## config.mk

```make
export PLATFORM = sky130hd
export DESIGN_NAME = ralc_top
export DESIGN_NICKNAME = d
export VERILOG_FILES = /design/src/ralc_pkg.sv /design/src/ralc_peak_meter.sv /design/src/ralc_step_timer.sv /design/src/ralc_top.sv
export SDC_FILE = /design/constraint.sdc
export NUM_CORES = 1
export LEC_CHECK = 0
export ABC_AREA = 1
export BUFFER_PORTS_ARGS = -buffer_cell sky130_fd_sc_hd__clkbuf_2
export CAP_MARGIN = 25
export CORE_UTILIZATION = 49
export CTS_CLUSTER_DIAMETER = 30
export DETAILED_ROUTE_END_ITERATION = 6
export GPL_TIMING_DRIVEN = 0
export PLACE_DENSITY = 0.67
export SLEW_MARGIN = 40
export SYNTH_ARGS = -nofsm -noshare
export SYNTH_HDL_FRONTEND = slang
export SYNTH_SLANG_ARGS = --single-unit
export TNS_END_PERCENT = 20
```

## constraint.sdc

```tcl
create_clock -name sys_clk -period 7.34 [get_ports sys_clk]
set_clock_uncertainty 0.2 [all_clocks]
set_input_delay 0.367 -clock sys_clk [delete_from_list [all_inputs] [get_ports sys_clk]]
set_output_delay 0.367 -clock sys_clk [all_outputs]
set_load 0.02 [all_outputs]
```

## src/ralc_pkg.sv

```systemverilog
// Shared constants and types for the record level control
//
// What this block does
// - While active, continuously adjust record gain from the ADC output peak.
// - Channel select 00 off, 01 right, 10 left, 11 both channels.
// - Target code 0 is -28.5 dBFS, 1.5 dB per code, default 1011.
// - Hold code 0 is zero, 1 is 2.67 ms, doubling per code.
// - Hold delays only gain increase; gain falls at once above target.
// - Ramp-up time 24 ms doubling per code, capped from code 1010.
// - Ramp-down time 6 ms doubling per code, capped from code 1010.
// - Stereo uses the larger channel peak and drives both amplifiers alike.
// - Single-channel mode drives only that amplifier; other keeps register gain.
// - An unused ADC channel is ignored by the peak measurement.
// - Ceiling caps gain, 111 is +30 dB, 6 dB less per code.
// - Zero-cross wait is 2^14 to 2^17 bit clocks, default 11.
// - Above 87.5% full scale, lower gain at the fastest attack rate.
// - Gate engages when ADC level is below threshold plus gain plus boost.
// - Engaged gate freezes gain; gate type bit also mutes the ADC output.
// - Gate works only with level control, on the governed channels.
// - While level control governs a channel, register gain writes do nothing.
// - Level control always drives extended range, 0.75 dB steps from -17.25 dB.
package ralc_pkg;

    // ************************************************************
    // Register map
    // ************************************************************
    localparam logic [6:0] ADDR_TIMING = 7'h60;
    localparam logic [6:0] ADDR_MODE = 7'h62;
    localparam logic [15:0] RST_TIMING = 16'hB032;
    localparam logic [15:0] RST_MODE = 16'h3E00;
    // Bits 8 and 6 of the mode register are reserved and read zero
    localparam logic [15:0] MODE_MASK = 16'hFEBF;

    // ************************************************************
    // Timing
    // ************************************************************
    localparam int SYS_KHZ = 50000;
    localparam int BCLK_KHZ = 12288;
    localparam int HOLD_BASE_LOG2 = 14;
    localparam int ZCW_BASE_LOG2 = 14;
    localparam int DECAY_BASE_US = 24000;
    localparam int ATTACK_BASE_US = 6000;
    // Codes crossed by a ramp over 90% of the 64-code range
    localparam int RAMP_STEPS = 57;
    localparam int DECAY_TICKS = DECAY_BASE_US * BCLK_KHZ / 1000 / RAMP_STEPS;
    localparam int ATTACK_TICKS = ATTACK_BASE_US * BCLK_KHZ / 1000 / RAMP_STEPS;
    localparam logic [3:0] RAMP_CODE_MAX = 4'hA;

    // ************************************************************
    // Levels, in 0.75 dB units on a log scale where 120 is full scale
    // ************************************************************
    localparam logic [8:0] TGT_OFS = 9'h052;
    localparam logic [8:0] GATE_OFS = 9'h005;
    localparam logic [15:0] LIMIT_MAG = 16'h7000;
    localparam logic [5:0] GAIN_MAX = 6'h3F;
    localparam logic [5:0] GAIN_RST = 6'h17;

    // ************************************************************
    // Types
    // ************************************************************
    typedef struct packed {
        logic [3:0] target;
        logic [3:0] hold;
        logic [3:0] rampup;
        logic [3:0] rampdown;
    } ralc_timing_t;

    typedef struct packed {
        logic [1:0] chan_sel;
        logic [2:0] ceiling;
        logic [1:0] zc_wait;
        logic rsv8;
        logic gate_en;
        logic rsv6;
        logic gate_type;
        logic [4:0] gate_th;
    } ralc_mode_t;

    typedef struct packed {
        logic [6:0] level;
        logic limit;
    } ralc_peak_t;

    typedef enum logic [2:0] {ST_OFF, ST_HOLD, ST_UP, ST_DOWN, ST_FREEZE} ralc_state_t;

endpackage

```

## src/ralc_peak_meter.sv

```systemverilog
// Per-sample peak measurement of the governed ADC channels
`timescale 1ns/1ns
`default_nettype none
module ralc_peak_meter (
    input wire logic sys_clk, // System clock
    input wire logic reset, // Async reset, active high
    input wire logic sample_valid, // New ADC sample pair
    input wire logic [15:0] adc_l, // Left sample, signed
    input wire logic [15:0] adc_r, // Right sample, signed
    input wire logic use_l, // Left counts
    input wire logic use_r, // Right counts
    output ralc_pkg::ralc_peak_t peak, // Log level and limit flag
    output logic peak_valid // Peak updated
);
    import ralc_pkg::*;

    // Leading one gives 8 units per octave, next three bits refine it
    function automatic logic [6:0] log_level(input logic [15:0] m);
        logic [6:0] r;
        logic [15:0] sh;
        r = 7'h00;
        for (int i = 1; i < 16; i++) begin
            sh = 16'(m << (15 - i));
            if (m[i]) begin
                r = {4'(i), sh[14:12]};
            end
        end
        return r;
    endfunction

    wire logic [15:0] mag_l = adc_l[15] ? 16'(-adc_l) : adc_l;
    wire logic [15:0] mag_r = adc_r[15] ? 16'(-adc_r) : adc_r;
    wire logic [15:0] cut_l = use_l ? mag_l : 16'h0000;
    wire logic [15:0] cut_r = use_r ? mag_r : 16'h0000;
    wire logic [15:0] mag_max = (cut_l > cut_r) ? cut_l : cut_r;

    always_ff @(posedge sys_clk or posedge reset) begin
        if (reset) begin
            peak <= '0;
            peak_valid <= 1'b0;
        end else begin
            peak_valid <= sample_valid;
            if (sample_valid) begin
                peak.level <= log_level(mag_max);
                peak.limit <= mag_max > LIMIT_MAG;
            end
        end
    end
endmodule // ralc_peak_meter
`default_nettype wire

```

## src/ralc_step_timer.sv

```systemverilog
// Interval timer that paces single gain steps on bit-clock ticks
`timescale 1ns/1ns
`default_nettype none
module ralc_step_timer #(
    parameter int W = 24
) (
    input wire logic sys_clk, // System clock
    input wire logic reset, // Async reset, active high
    input wire logic tick, // Bit-clock rate enable
    input wire logic run, // Ramp in progress
    input wire logic [W-1:0] interval, // Ticks per step
    output logic step // One-cycle step pulse
);
    if (W < 4) begin : g_chk
        $error("ralc_step_timer: W too small");
    end

    logic [W-1:0] count_r;
    wire logic last = count_r >= interval - W'(1);

    assign step = run && tick && last;

    always_ff @(posedge sys_clk or posedge reset) begin
        if (reset) begin
            count_r <= '0;
        end else if (!run || step) begin
            count_r <= '0;
        end else if (tick) begin
            count_r <= count_r + W'(1);
        end
    end
endmodule // ralc_step_timer
`default_nettype wire

```

## src/ralc_top.sv

```systemverilog
// Record-path automatic level control with limiter and noise gate
`timescale 1ns/1ns
`default_nettype none
module ralc_top #(
    parameter int BCLK_NUM = ralc_pkg::BCLK_KHZ,
    parameter int SYS_DEN = ralc_pkg::SYS_KHZ,
    parameter int HOLD_BASE = ralc_pkg::HOLD_BASE_LOG2,
    parameter int ZCW_BASE = ralc_pkg::ZCW_BASE_LOG2,
    parameter int DECAY_T = ralc_pkg::DECAY_TICKS,
    parameter int ATTACK_T = ralc_pkg::ATTACK_TICKS
) (
    input wire logic sys_clk, // System clock, 50 MHz
    input wire logic reset, // Async reset, active high
    input wire logic reg_wr, // Control register write strobe
    input wire logic [6:0] reg_addr, // Control register address
    input wire logic [15:0] reg_wdata, // Write data
    output logic [15:0] reg_rdata, // Read data, one cycle late
    input wire logic adc_valid, // ADC sample strobe
    input wire logic [15:0] adc_l, // Left ADC sample
    input wire logic [15:0] adc_r, // Right ADC sample
    input wire logic adc_on_l, // Left ADC in use
    input wire logic adc_on_r, // Right ADC in use
    input wire logic [5:0] reg_gain_l, // Left gain from gain register
    input wire logic [5:0] reg_gain_r, // Right gain from gain register
    input wire logic reg_ext_l, // Left range from gain register
    input wire logic reg_ext_r, // Right range from gain register
    input wire logic [6:0] boost_gain, // Mic boost in 0.75 dB units
    output logic [5:0] pga_gain_l, // Left amplifier gain code
    output logic [5:0] pga_gain_r, // Right amplifier gain code
    output logic pga_ext_l, // Left extended range
    output logic pga_ext_r, // Right extended range
    output logic mute_l, // Left ADC output mute
    output logic mute_r // Right ADC output mute
);
    import ralc_pkg::*;

    // Timeout limit is a 28-bit shift; base plus code 3 must stay below bit 28
    if (BCLK_NUM < 1 || BCLK_NUM > SYS_DEN || HOLD_BASE > 15 || ZCW_BASE > 24
            || DECAY_T < 1 || ATTACK_T < 1 || DECAY_T > 16383 || ATTACK_T > 16383) begin : g_chk
        $error("ralc_top: timing parameters out of range");
    end

    // ************************************************************
    // Bit-clock rate enable
    // ************************************************************
    // Fractional accumulator keeps the average tick rate exact
    logic [16:0] acc_r;
    wire logic [17:0] acc_sum = 18'(acc_r) + 18'(BCLK_NUM);
    wire logic tick = acc_sum >= 18'(SYS_DEN);

    always_ff @(posedge sys_clk or posedge reset) begin
        if (reset) begin
            acc_r <= '0;
        end else begin
            acc_r <= tick ? 17'(acc_sum - 18'(SYS_DEN)) : 17'(acc_sum);
        end
    end

    // ************************************************************
    // Control registers
    // ************************************************************
    ralc_timing_t tm_r;
    ralc_mode_t md_r;

    wire logic wr_tm = reg_wr && reg_addr == ADDR_TIMING;
    wire logic wr_md = reg_wr && reg_addr == ADDR_MODE;
    wire logic [15:0] rd_sel = (reg_addr == ADDR_TIMING) ? tm_r
        : (reg_addr == ADDR_MODE) ? (md_r & MODE_MASK) : 16'h0000;

    always_ff @(posedge sys_clk or posedge reset) begin
        if (reset) begin
            tm_r <= RST_TIMING;
            md_r <= RST_MODE;
            reg_rdata <= 16'h0000;
        end else begin
            if (wr_tm) begin
                tm_r <= reg_wdata;
            end
            if (wr_md) begin
                md_r <= reg_wdata & MODE_MASK;
            end
            reg_rdata <= rd_sel;
        end
    end

    // ************************************************************
    // Mode decode
    // ************************************************************
    wire logic ctl_l = md_r.chan_sel[1];
    wire logic ctl_r = md_r.chan_sel[0];
    wire logic alc_on = ctl_l || ctl_r;
    wire logic [5:0] ceil_code = GAIN_MAX - {~md_r.ceiling, 3'b000};

    // ************************************************************
    // Peak measurement
    // ************************************************************
    ralc_peak_t pk;
    logic pv;

    ralc_peak_meter u_peak (
        .sys_clk(sys_clk),
        .reset(reset),
        .sample_valid(adc_valid),
        .adc_l(adc_l),
        .adc_r(adc_r),
        .use_l(adc_on_l && ctl_l),
        .use_r(adc_on_r && ctl_r),
        .peak(pk),
        .peak_valid(pv)
    );

    // ************************************************************
    // Level decisions
    // ************************************************************
    logic [5:0] alc_gain_r;
    logic [5:0] out_gain_r;
    ralc_state_t state_r;
    ralc_state_t state_nxt;
    logic fast_r;
    logic gate_on_r;

    wire logic above = 9'(pk.level) > TGT_OFS + 9'({tm_r.target, 1'b0});
    wire logic [8:0] gate_lhs = 9'(pk.level) + GATE_OFS;
    wire logic [8:0] gate_rhs = 9'({md_r.gate_th, 1'b0}) + 9'(out_gain_r) + 9'(boost_gain);
    wire logic gate_hit = md_r.gate_en && gate_lhs < gate_rhs;

    // Hold timer, counts bit-clock ticks while waiting to ramp up
    logic [30:0] hold_cnt_r;
    wire logic [30:0] hold_lim = 31'(1) << (HOLD_BASE + int'(tm_r.hold));
    wire logic hold_zero = tm_r.hold == 4'h0;
    wire logic hold_done = hold_cnt_r >= hold_lim;

    always_comb begin
        state_nxt = state_r;
        if (!alc_on) begin
            state_nxt = ST_OFF;
        end else if (pv) begin
            if (pk.limit || above) begin
                state_nxt = ST_DOWN;
            end else if (gate_hit) begin
                state_nxt = ST_FREEZE;
            end else begin
                unique case (state_r)
                    ST_HOLD: if (hold_done) state_nxt = ST_UP;
                    ST_UP: state_nxt = ST_UP;
                    default: state_nxt = hold_zero ? ST_UP : ST_HOLD;
                endcase
            end
        end
    end

    always_ff @(posedge sys_clk or posedge reset) begin
        if (reset) begin
            state_r <= ST_OFF;
            fast_r <= 1'b0;
            gate_on_r <= 1'b0;
        end else begin
            state_r <= state_nxt;
            if (!alc_on) begin
                fast_r <= 1'b0;
                gate_on_r <= 1'b0;
            end else if (pv) begin
                fast_r <= pk.limit;
                gate_on_r <= gate_hit && !pk.limit && !above;
            end
        end
    end

    always_ff @(posedge sys_clk or posedge reset) begin
        if (reset) begin
            hold_cnt_r <= '0;
        end else if (state_r != ST_HOLD) begin
            hold_cnt_r <= '0;
        end else if (tick && !hold_done) begin
            hold_cnt_r <= hold_cnt_r + 31'(1);
        end
    end

    // ************************************************************
    // Ramp pacing
    // ************************************************************
    wire logic [3:0] up_code = (tm_r.rampup > RAMP_CODE_MAX) ? RAMP_CODE_MAX : tm_r.rampup;
    wire logic [3:0] dn_sat = (tm_r.rampdown > RAMP_CODE_MAX) ? RAMP_CODE_MAX : tm_r.rampdown;
    wire logic [3:0] dn_code = fast_r ? 4'h0 : dn_sat;
    wire logic [23:0] up_ivl = 24'(DECAY_T) << up_code;
    wire logic [23:0] dn_ivl = 24'(ATTACK_T) << dn_code;
    wire logic ramping = state_r == ST_UP || state_r == ST_DOWN;
    wire logic run = ramping && state_nxt == state_r;
    logic step;

    ralc_step_timer #(.W(24)) u_step (
        .sys_clk(sys_clk),
        .reset(reset),
        .tick(tick),
        .run(run),
        .interval(state_r == ST_DOWN ? dn_ivl : up_ivl),
        .step(step)
    );

    // ************************************************************
    // Gain computation
    // ************************************************************
    logic [5:0] alc_gain_nxt;

    always_comb begin
        alc_gain_nxt = alc_gain_r;
        if (alc_gain_r > ceil_code) begin
            alc_gain_nxt = ceil_code;
        end else if (step && state_r == ST_DOWN && alc_gain_r != 6'h00) begin
            alc_gain_nxt = alc_gain_r - 6'h01;
        end else if (step && state_r == ST_UP && alc_gain_r < ceil_code) begin
            alc_gain_nxt = alc_gain_r + 6'h01;
        end
    end

    // ************************************************************
    // Zero-cross application
    // ************************************************************
    // New gain waits for a sign change to avoid zipper noise
    logic prev_sign_r;
    logic [27:0] zcw_cnt_r;
    wire logic zc_sign = ctl_l ? adc_l[15] : adc_r[15];
    wire logic zc_hit = adc_valid && zc_sign != prev_sign_r;
    wire logic pending = alc_gain_r != out_gain_r;
    wire logic [27:0] zcw_lim = 28'(1) << (ZCW_BASE + int'(md_r.zc_wait));
    wire logic zcw_out = zcw_cnt_r >= zcw_lim;

    always_ff @(posedge sys_clk or posedge reset) begin
        if (reset) begin
            alc_gain_r <= GAIN_RST;
            out_gain_r <= GAIN_RST;
            prev_sign_r <= 1'b0;
            zcw_cnt_r <= '0;
        end else begin
            alc_gain_r <= alc_gain_nxt;
            if (adc_valid) begin
                prev_sign_r <= zc_sign;
            end
            if (!pending || zc_hit || zcw_out) begin
                zcw_cnt_r <= '0;
            end else if (tick) begin
                zcw_cnt_r <= zcw_cnt_r + 28'(1);
            end
            if (pending && (zc_hit || zcw_out || !alc_on)) begin
                out_gain_r <= alc_gain_r;
            end
        end
    end

    // ************************************************************
    // Amplifier and mute outputs
    // ************************************************************
    always_ff @(posedge sys_clk or posedge reset) begin
        if (reset) begin
            pga_gain_l <= 6'h00;
            pga_gain_r <= 6'h00;
            pga_ext_l <= 1'b0;
            pga_ext_r <= 1'b0;
            mute_l <= 1'b0;
            mute_r <= 1'b0;
        end else begin
            pga_gain_l <= ctl_l ? out_gain_r : reg_gain_l;
            pga_gain_r <= ctl_r ? out_gain_r : reg_gain_r;
            pga_ext_l <= ctl_l || reg_ext_l;
            pga_ext_r <= ctl_r || reg_ext_r;
            mute_l <= ctl_l && gate_on_r && md_r.gate_type;
            mute_r <= ctl_r && gate_on_r && md_r.gate_type;
        end
    end
endmodule // ralc_top
`default_nettype wire

```

Yosys cells after proc, flatten, opt, wreduce, memory -nomap -nowiden --
Cells that the tools add are included.
Word-level totals: output and inout port bits 32, flip-flop bits (word level) 189
Operators by class: equal/unequal tests 10, multiplexer cells 50, add/sub/neg operators 17, bitwise operators 1, shifts and indexed selects 4, reduce and logical (&&, ||, !) cells 43, magnitude comparators 12
Operators by type and width (number):
- 16-bit two-way mux | 7
- 7-bit two-way mux | 14
- 24-bit two-way mux | 3
- 31-bit two-way mux | 2
- 28-bit two-way mux | 2
- 16-bit negator | 2
- 31-bit by 1-bit adder with 31-bit output (second input constant) | 1
- 31-bit >= comparator | 1
- 1-bit by 5-bit left shift with 31-bit output (first input constant) | 1
- 6-bit two-way mux | 5
- 28-bit by 1-bit adder with 28-bit output (second input constant) | 1
- 28-bit >= comparator | 1
- 1-bit by 5-bit left shift with 28-bit output (first input constant) | 1
- 24-bit by 1-bit adder with 24-bit output (second input constant) | 1
- 24-bit >= comparator | 1
- 11-bit by 4-bit left shift with 24-bit output (first input constant) | 1
- 13-bit by 4-bit left shift with 24-bit output (first input constant) | 1
- 24-bit by 1-bit subtractor with 24-bit output (second input constant) | 1
- 1-bit logical AND | 21
- 17-bit by 14-bit adder with 18-bit output (second input constant) | 1
- 18-bit by 16-bit >= comparator with 1-bit output (second input constant) | 1
- 17-bit two-way mux | 1
- 17-bit by 16-bit subtractor with 17-bit output (second input constant) | 1
- 16-bit by 15-bit greater-than comparator with 1-bit output (second input constant) | 1
- other kinds (35) | 65

Logic depth before layout (Yosys ltp) --
depth after elaboration 20, gate-level depth with buffers 43, depth with buffers taken out 43

Modules after synthesis --
A second synthesis with hierarchy kept.
Second synthesis, totals: cell total of the unflattened synthesis 2120, area total of the unflattened synthesis 14960.6 µm²
By module, submodules not included:
- ralc_top | sequential area each 3827.4 µm², cells each 1311, area each 10098.4 µm², instances 1
- ralc_step_timer | sequential area each 600.6 µm², cells each 379, area each 2497.4 µm², instances 1
- ralc_peak_meter | sequential area each 225.2 µm², cells each 430, area each 2364.8 µm², instances 1

Worst setup path after synthesis --
Ideal clock, no wire load.
kind register to register, start point register tm_r[1] (netlist bit), end point register alc_gain_r[5], period minus slack after synthesis 5.255 ns, path buffers 0, data arrival time 4.934 ns, stages on the path, launching flop included 41, data required time 7.019 ns, slack 2.085 ns, cells stage by stage dfstp_2 nand2_1 a21oi_1 o21ai_1 ha_1 or2_0 nand2_1 o21ai_1 nor2_1 nand2_1 nor2_2 inv_2 nor2_4 inv_2 nor2_4 nand2_2 nor2_4 a21oi_1 [... 5 more ...] a2111oi_0 o2111ai_1 nand2_1 inv_1 nand3_1 inv_1 ha_1 nand3_1 and2_1 inv_1 a21oi_1 o21bai_1 xor2_1 inv_1 nand2_1 nand2_1 nor2_1 nor2_1
On the way: cells in the longest elaborated chain, start to end 12
RTL lines:
- from (decl) | line ralc_top.sv:62 | ralc_timing_t tm_r;
- from (signal assigned) | line ralc_top.sv:77 | tm_r <= reg_wdata;
- 4-bit greater-than comparator | line ralc_top.sv:183 | wire logic [3:0] dn_sat = (tm_r.rampdown > RAMP_CODE_MAX) ? RAMP_CODE_MAX : tm_r.rampdown;
- 4-bit two-way mux * | line ralc_top.sv:183
- 4-bit two-way mux * | line ralc_top.sv:184 | wire logic [3:0] dn_code = fast_r ? 4'h0 : dn_sat;
- 11-bit by 4-bit left shift with 24-bit output * | line ralc_top.sv:186 | wire logic [23:0] dn_ivl = 24'(ATTACK_T) << dn_code;
- 24-bit two-way mux * | line ralc_top.sv:196 | .interval(state_r == ST_DOWN ? dn_ivl : up_ivl),
- 24-bit by 1-bit subtractor with 24-bit output * | line ralc_step_timer.sv:19 | wire logic last = count_r >= interval - W'(1);
- 24-bit >= comparator * | line ralc_step_timer.sv:19
- 1-bit logical AND * | line ralc_step_timer.sv:21 | assign step = run && tick && last;
- 1-bit logical AND (2 in series) | line ralc_top.sv:209 | end else if (step && state_r == ST_DOWN && alc_gain_r != 6'h00) begin
- 6-bit two-way mux | line ralc_top.sv:209
- 6-bit two-way mux | line ralc_top.sv:207 | if (alc_gain_r > ceil_code) begin
- to (signal assigned) | line ralc_top.sv:235 | alc_gain_r <= alc_gain_nxt;
- to (decl) | line ralc_top.sv:115 | logic [5:0] alc_gain_r;
Mark *: on every way between the ends. The rest lies on a longest branch, timed or not. A chain may end at the register's enable or synchronous reset.

Worst setup path after layout --
Ends and elaborated chain as after synthesis.

==> results.yml <==
yosys:
  yosysSeqAreaShare_pct: 32.86
  synth_flop_cell: "dfrtp_1"
  yosysUniqueCellTypes: 65
  yosysMostFrequentCell: "nand2_1"
  ys_warn_count: 0
  yosysTopAreaCellShare_pct: 29.34
  ys_async_sr_fraction_pct: 100.0
  synth_commonest_cells: "nand2_1 (426), inv_1 (238), nor2_1 (181)"
  synthTopCellsByArea: "dfrtp_1 (29%), nand2_1 (11%), ha_1 (11%)"
  synth-edff-count: 0
  yosys_register_bits: 185
  syn-cell-area_um2: 14160
  yosys.area.top_type: "dfrtp_1"
  synth.avg_cell_area_um2: 7.268
  synthCells: 1948
grt:
  grt_util_met3_pct: 3.891
  grt-busiest-layer: "met2"
  grt_usage_pct: 27.60
  grt_pass1_wl_um: 64270
  grt_util_met1_pct: 36.80
  use_met2_pct: 45.95
  grt_max_degree: 82
  grt_pass1_vias: 12973
  grt_overflow: 0
  antenna_found_initial: 0
critical_path:
  cp_common_cell: "nand2_1"
  cp.required_ns: 7.48
  worst_path_max_delay_cell: "dfstp_2"
  cp_max_fo: 4
  path_class: "reg2reg"
  r2r_cells: 40
  arrival_ns: 6.46
  slowest_delay_ns: 0.54
  startpoint_type: "register"
  crit_path_end_kind: "register"
drt:
  first_pass_iters: 5
  drt_iter0_markers: 917
  drt-total-wl_um: 38710
  viasPerCell: 5.418
  route.detailed.drc: 0
  routedWlPerCell_um: 15.35
  vias: 13660
  ant_nets: 0
floorplanning:
  fp.coreArea_um2: 28090
  start_util_pct: 50.41
  die_area_um2: 29580
  io_pins: 114
  fp.dieH_um: 172.0
  rows: 61
  fp.dieW_um: 172.0
cells_and_area:
  syn2layout_area_growth_pct: 14.37
  diodes: 0
  final_nets: 2340
  drive_above_1_share_pct: 12.51
  num-fill-cells: 2763
  multiInputGateArea_um2: 8409
  final_util_pct: 57.65
  seqCellArea_um2: 4653
timing:
  maxSlewHeadroom_pct: 51.68
  finalMaxSlewViolations: 0
  setup_viol_count_final: 0
  grt_setup_unrepaired: "no"
  fmax_mhz: 158.4
  final_hold_viol_count: 0
  period_minus_slack_ns: 6.313
  tns_ns: 0
  max_slew.worst_pin.slew_ns: 0.7249
  setup_ws_ns: 1.027
  finalCritPeriodShare_pct: 86.00
placement:
  gp_congestion: 0.9576
  pre_cts_slack_ns: 1.020
  port_buffers: 113
  hpwl_um: 29970
clock_network:
  clock-sinks: 185
  numCtsBuffers: 17
  cts_resized: 0
  clock_path_buffers: 2
  cts.clk_slew.worst_paths_ns: 0.07
  tritoncts: "done"
  cts_root_buffer: "clkbuf_16"
  cts_setup_buffers: 0
  ctsHoldBuffers: 31
  cts_htree_levels: 4
  insertion_delay_ns: 0.46
power_and_ir_drop:
  vdd_drop_max_mv: 0.2500
  power.leakage_nw: 7.885
  powerDensity_nw_per_um2: 231.5
min_path:
  hold_depth: 3
  min_path_type: "in2reg"
run_status:
  status: "complete, no violations"
flow_run:
  cap_violations: 0
==> power breakdown <==
group          total, mW  switching, mW  internal, mW
Clock              0.911          0.439         0.472
Combinational       1.57           1.01         0.567
Sequential          1.27          0.109          1.16
==> metrics by stage <==
stage	area, um2	std cells	total power, mW	hold WS [ns]
final	16190	2521	3.749	0.03531
after global routing	16190	2521	4.038	0.06124
after CTS	16190	2521	3.755	0.001981
after detailed placement	15330	2458	2.826	0.1502
after global placement	15260	2456	2.783	0.2629
after floorplan	14220	1965	2.409	0.1984
==> routing by layer <==
metal	wire length, um	vias up
li1	-	6858
met1	18060	6396
met2	17790	350
met3	1926	56
met4	927	0
met5	0	-
==> path summary, 6_finish.rpt <==
kind                                      start                        end  slack (ns)
min in group asynchronous                 reset  hold_cnt_r[0]$_DFFE_PP0P_        0.22
setup / recovery            tm_r[1]$_DFFE_PP1P_  alc_gain_r[5]$_DFFE_PP0P_        1.03
max in group asynchronous                 reset  out_gain_r[1]$_DFFE_PP1P_        5.59
setup reg to reg            tm_r[1]$_DFFE_PP1P_  alc_gain_r[5]$_DFFE_PP0P_        1.03
hold / removal                     reg_wdata[8]        tm_r[8]$_DFFE_PP0P_        0.04
hold reg to reg            acc_r[9]$_DFFE_PP0N_       acc_r[9]$_DFFE_PP0N_        0.28
==> kinds of logic after synthesis <==
group / share of synthesized area (%)
simple gates: 28.49
compound gates: 15.04
buf+inv: 8.210
flops: 32.86
fa+ha+maj: 11.68
xor+xnor: 3.340
mux: 0.3181
other cells: 0.05304
==> registers in the layout, summed over array words and instances, names as in the netlist <==
register	flops
hold_cnt_r	31
zcw_cnt_r	28
u_step.count_r	24
reg_rdata	16
tm_r	16
acc_r	13
md_r	12
u_peak.peak	8
alc_gain_r	6
out_gain_r	6
pga_gain_l	6
pga_gain_r	6
state_r	3
ctl_l	1
ctl_r	1
fast_r	1
gate_on_r	1
mute_l	1
mute_r	1
pga_ext_l	1
pga_ext_r	1
prev_sign_r	1
u_peak.peak_valid	1
==> worst max-delay path: cells and delay by family (launching register included) <==
kind,cells,cell delay (ns)
flip-flops,1,0.54
AND/OR/NAND/NOR,18,2.05
AO/OA/AOI/OAI,11,1.85
buffers and inverters,7,0.52
adder cells (fa/ha/maj),3,0.85
XOR/XNOR,1,0.19
==> placed cells by master, fill, tap and decap left out, types with 10 or more instances in the layout <==
master	synthesis	final
nand2_1	426	426
inv_1	238	237
nor2_1	181	180
dfrtp_1	166	166
a21oi_1	150	150
nand3_1	128	128
o21ai_0	121	121
ha_1	121	121
clkbuf_2	0	113
nand4_1	45	45
nor3_1	43	43
xor2_1	38	38
dlygate4sd3_1	0	31
inv_2	20	20
o22ai_1	19	19
nor4_1	19	19
clkbuf_1	16	19
conb_1	2	19
dfstp_2	19	19
clkbuf_16	0	17
xnor2_1	16	16
o21a_1	14	14
nor2_2	13	14
o21ai_1	14	14
nand2_2	10	10
==> cell type report <==
cell class | instances | area share, %
clock inverter | 12 | 0.7418
timing repair buffer | 146 | 5.749
buffer | 34 | 1.113
tap | 378 | 2.921
inverter | 261 | 6.112
multi-input combinational | 1485 | 51.93
clock buffer | 20 | 2.697
sequential | 185 | 28.74
(Power assumes the default switching activity.)
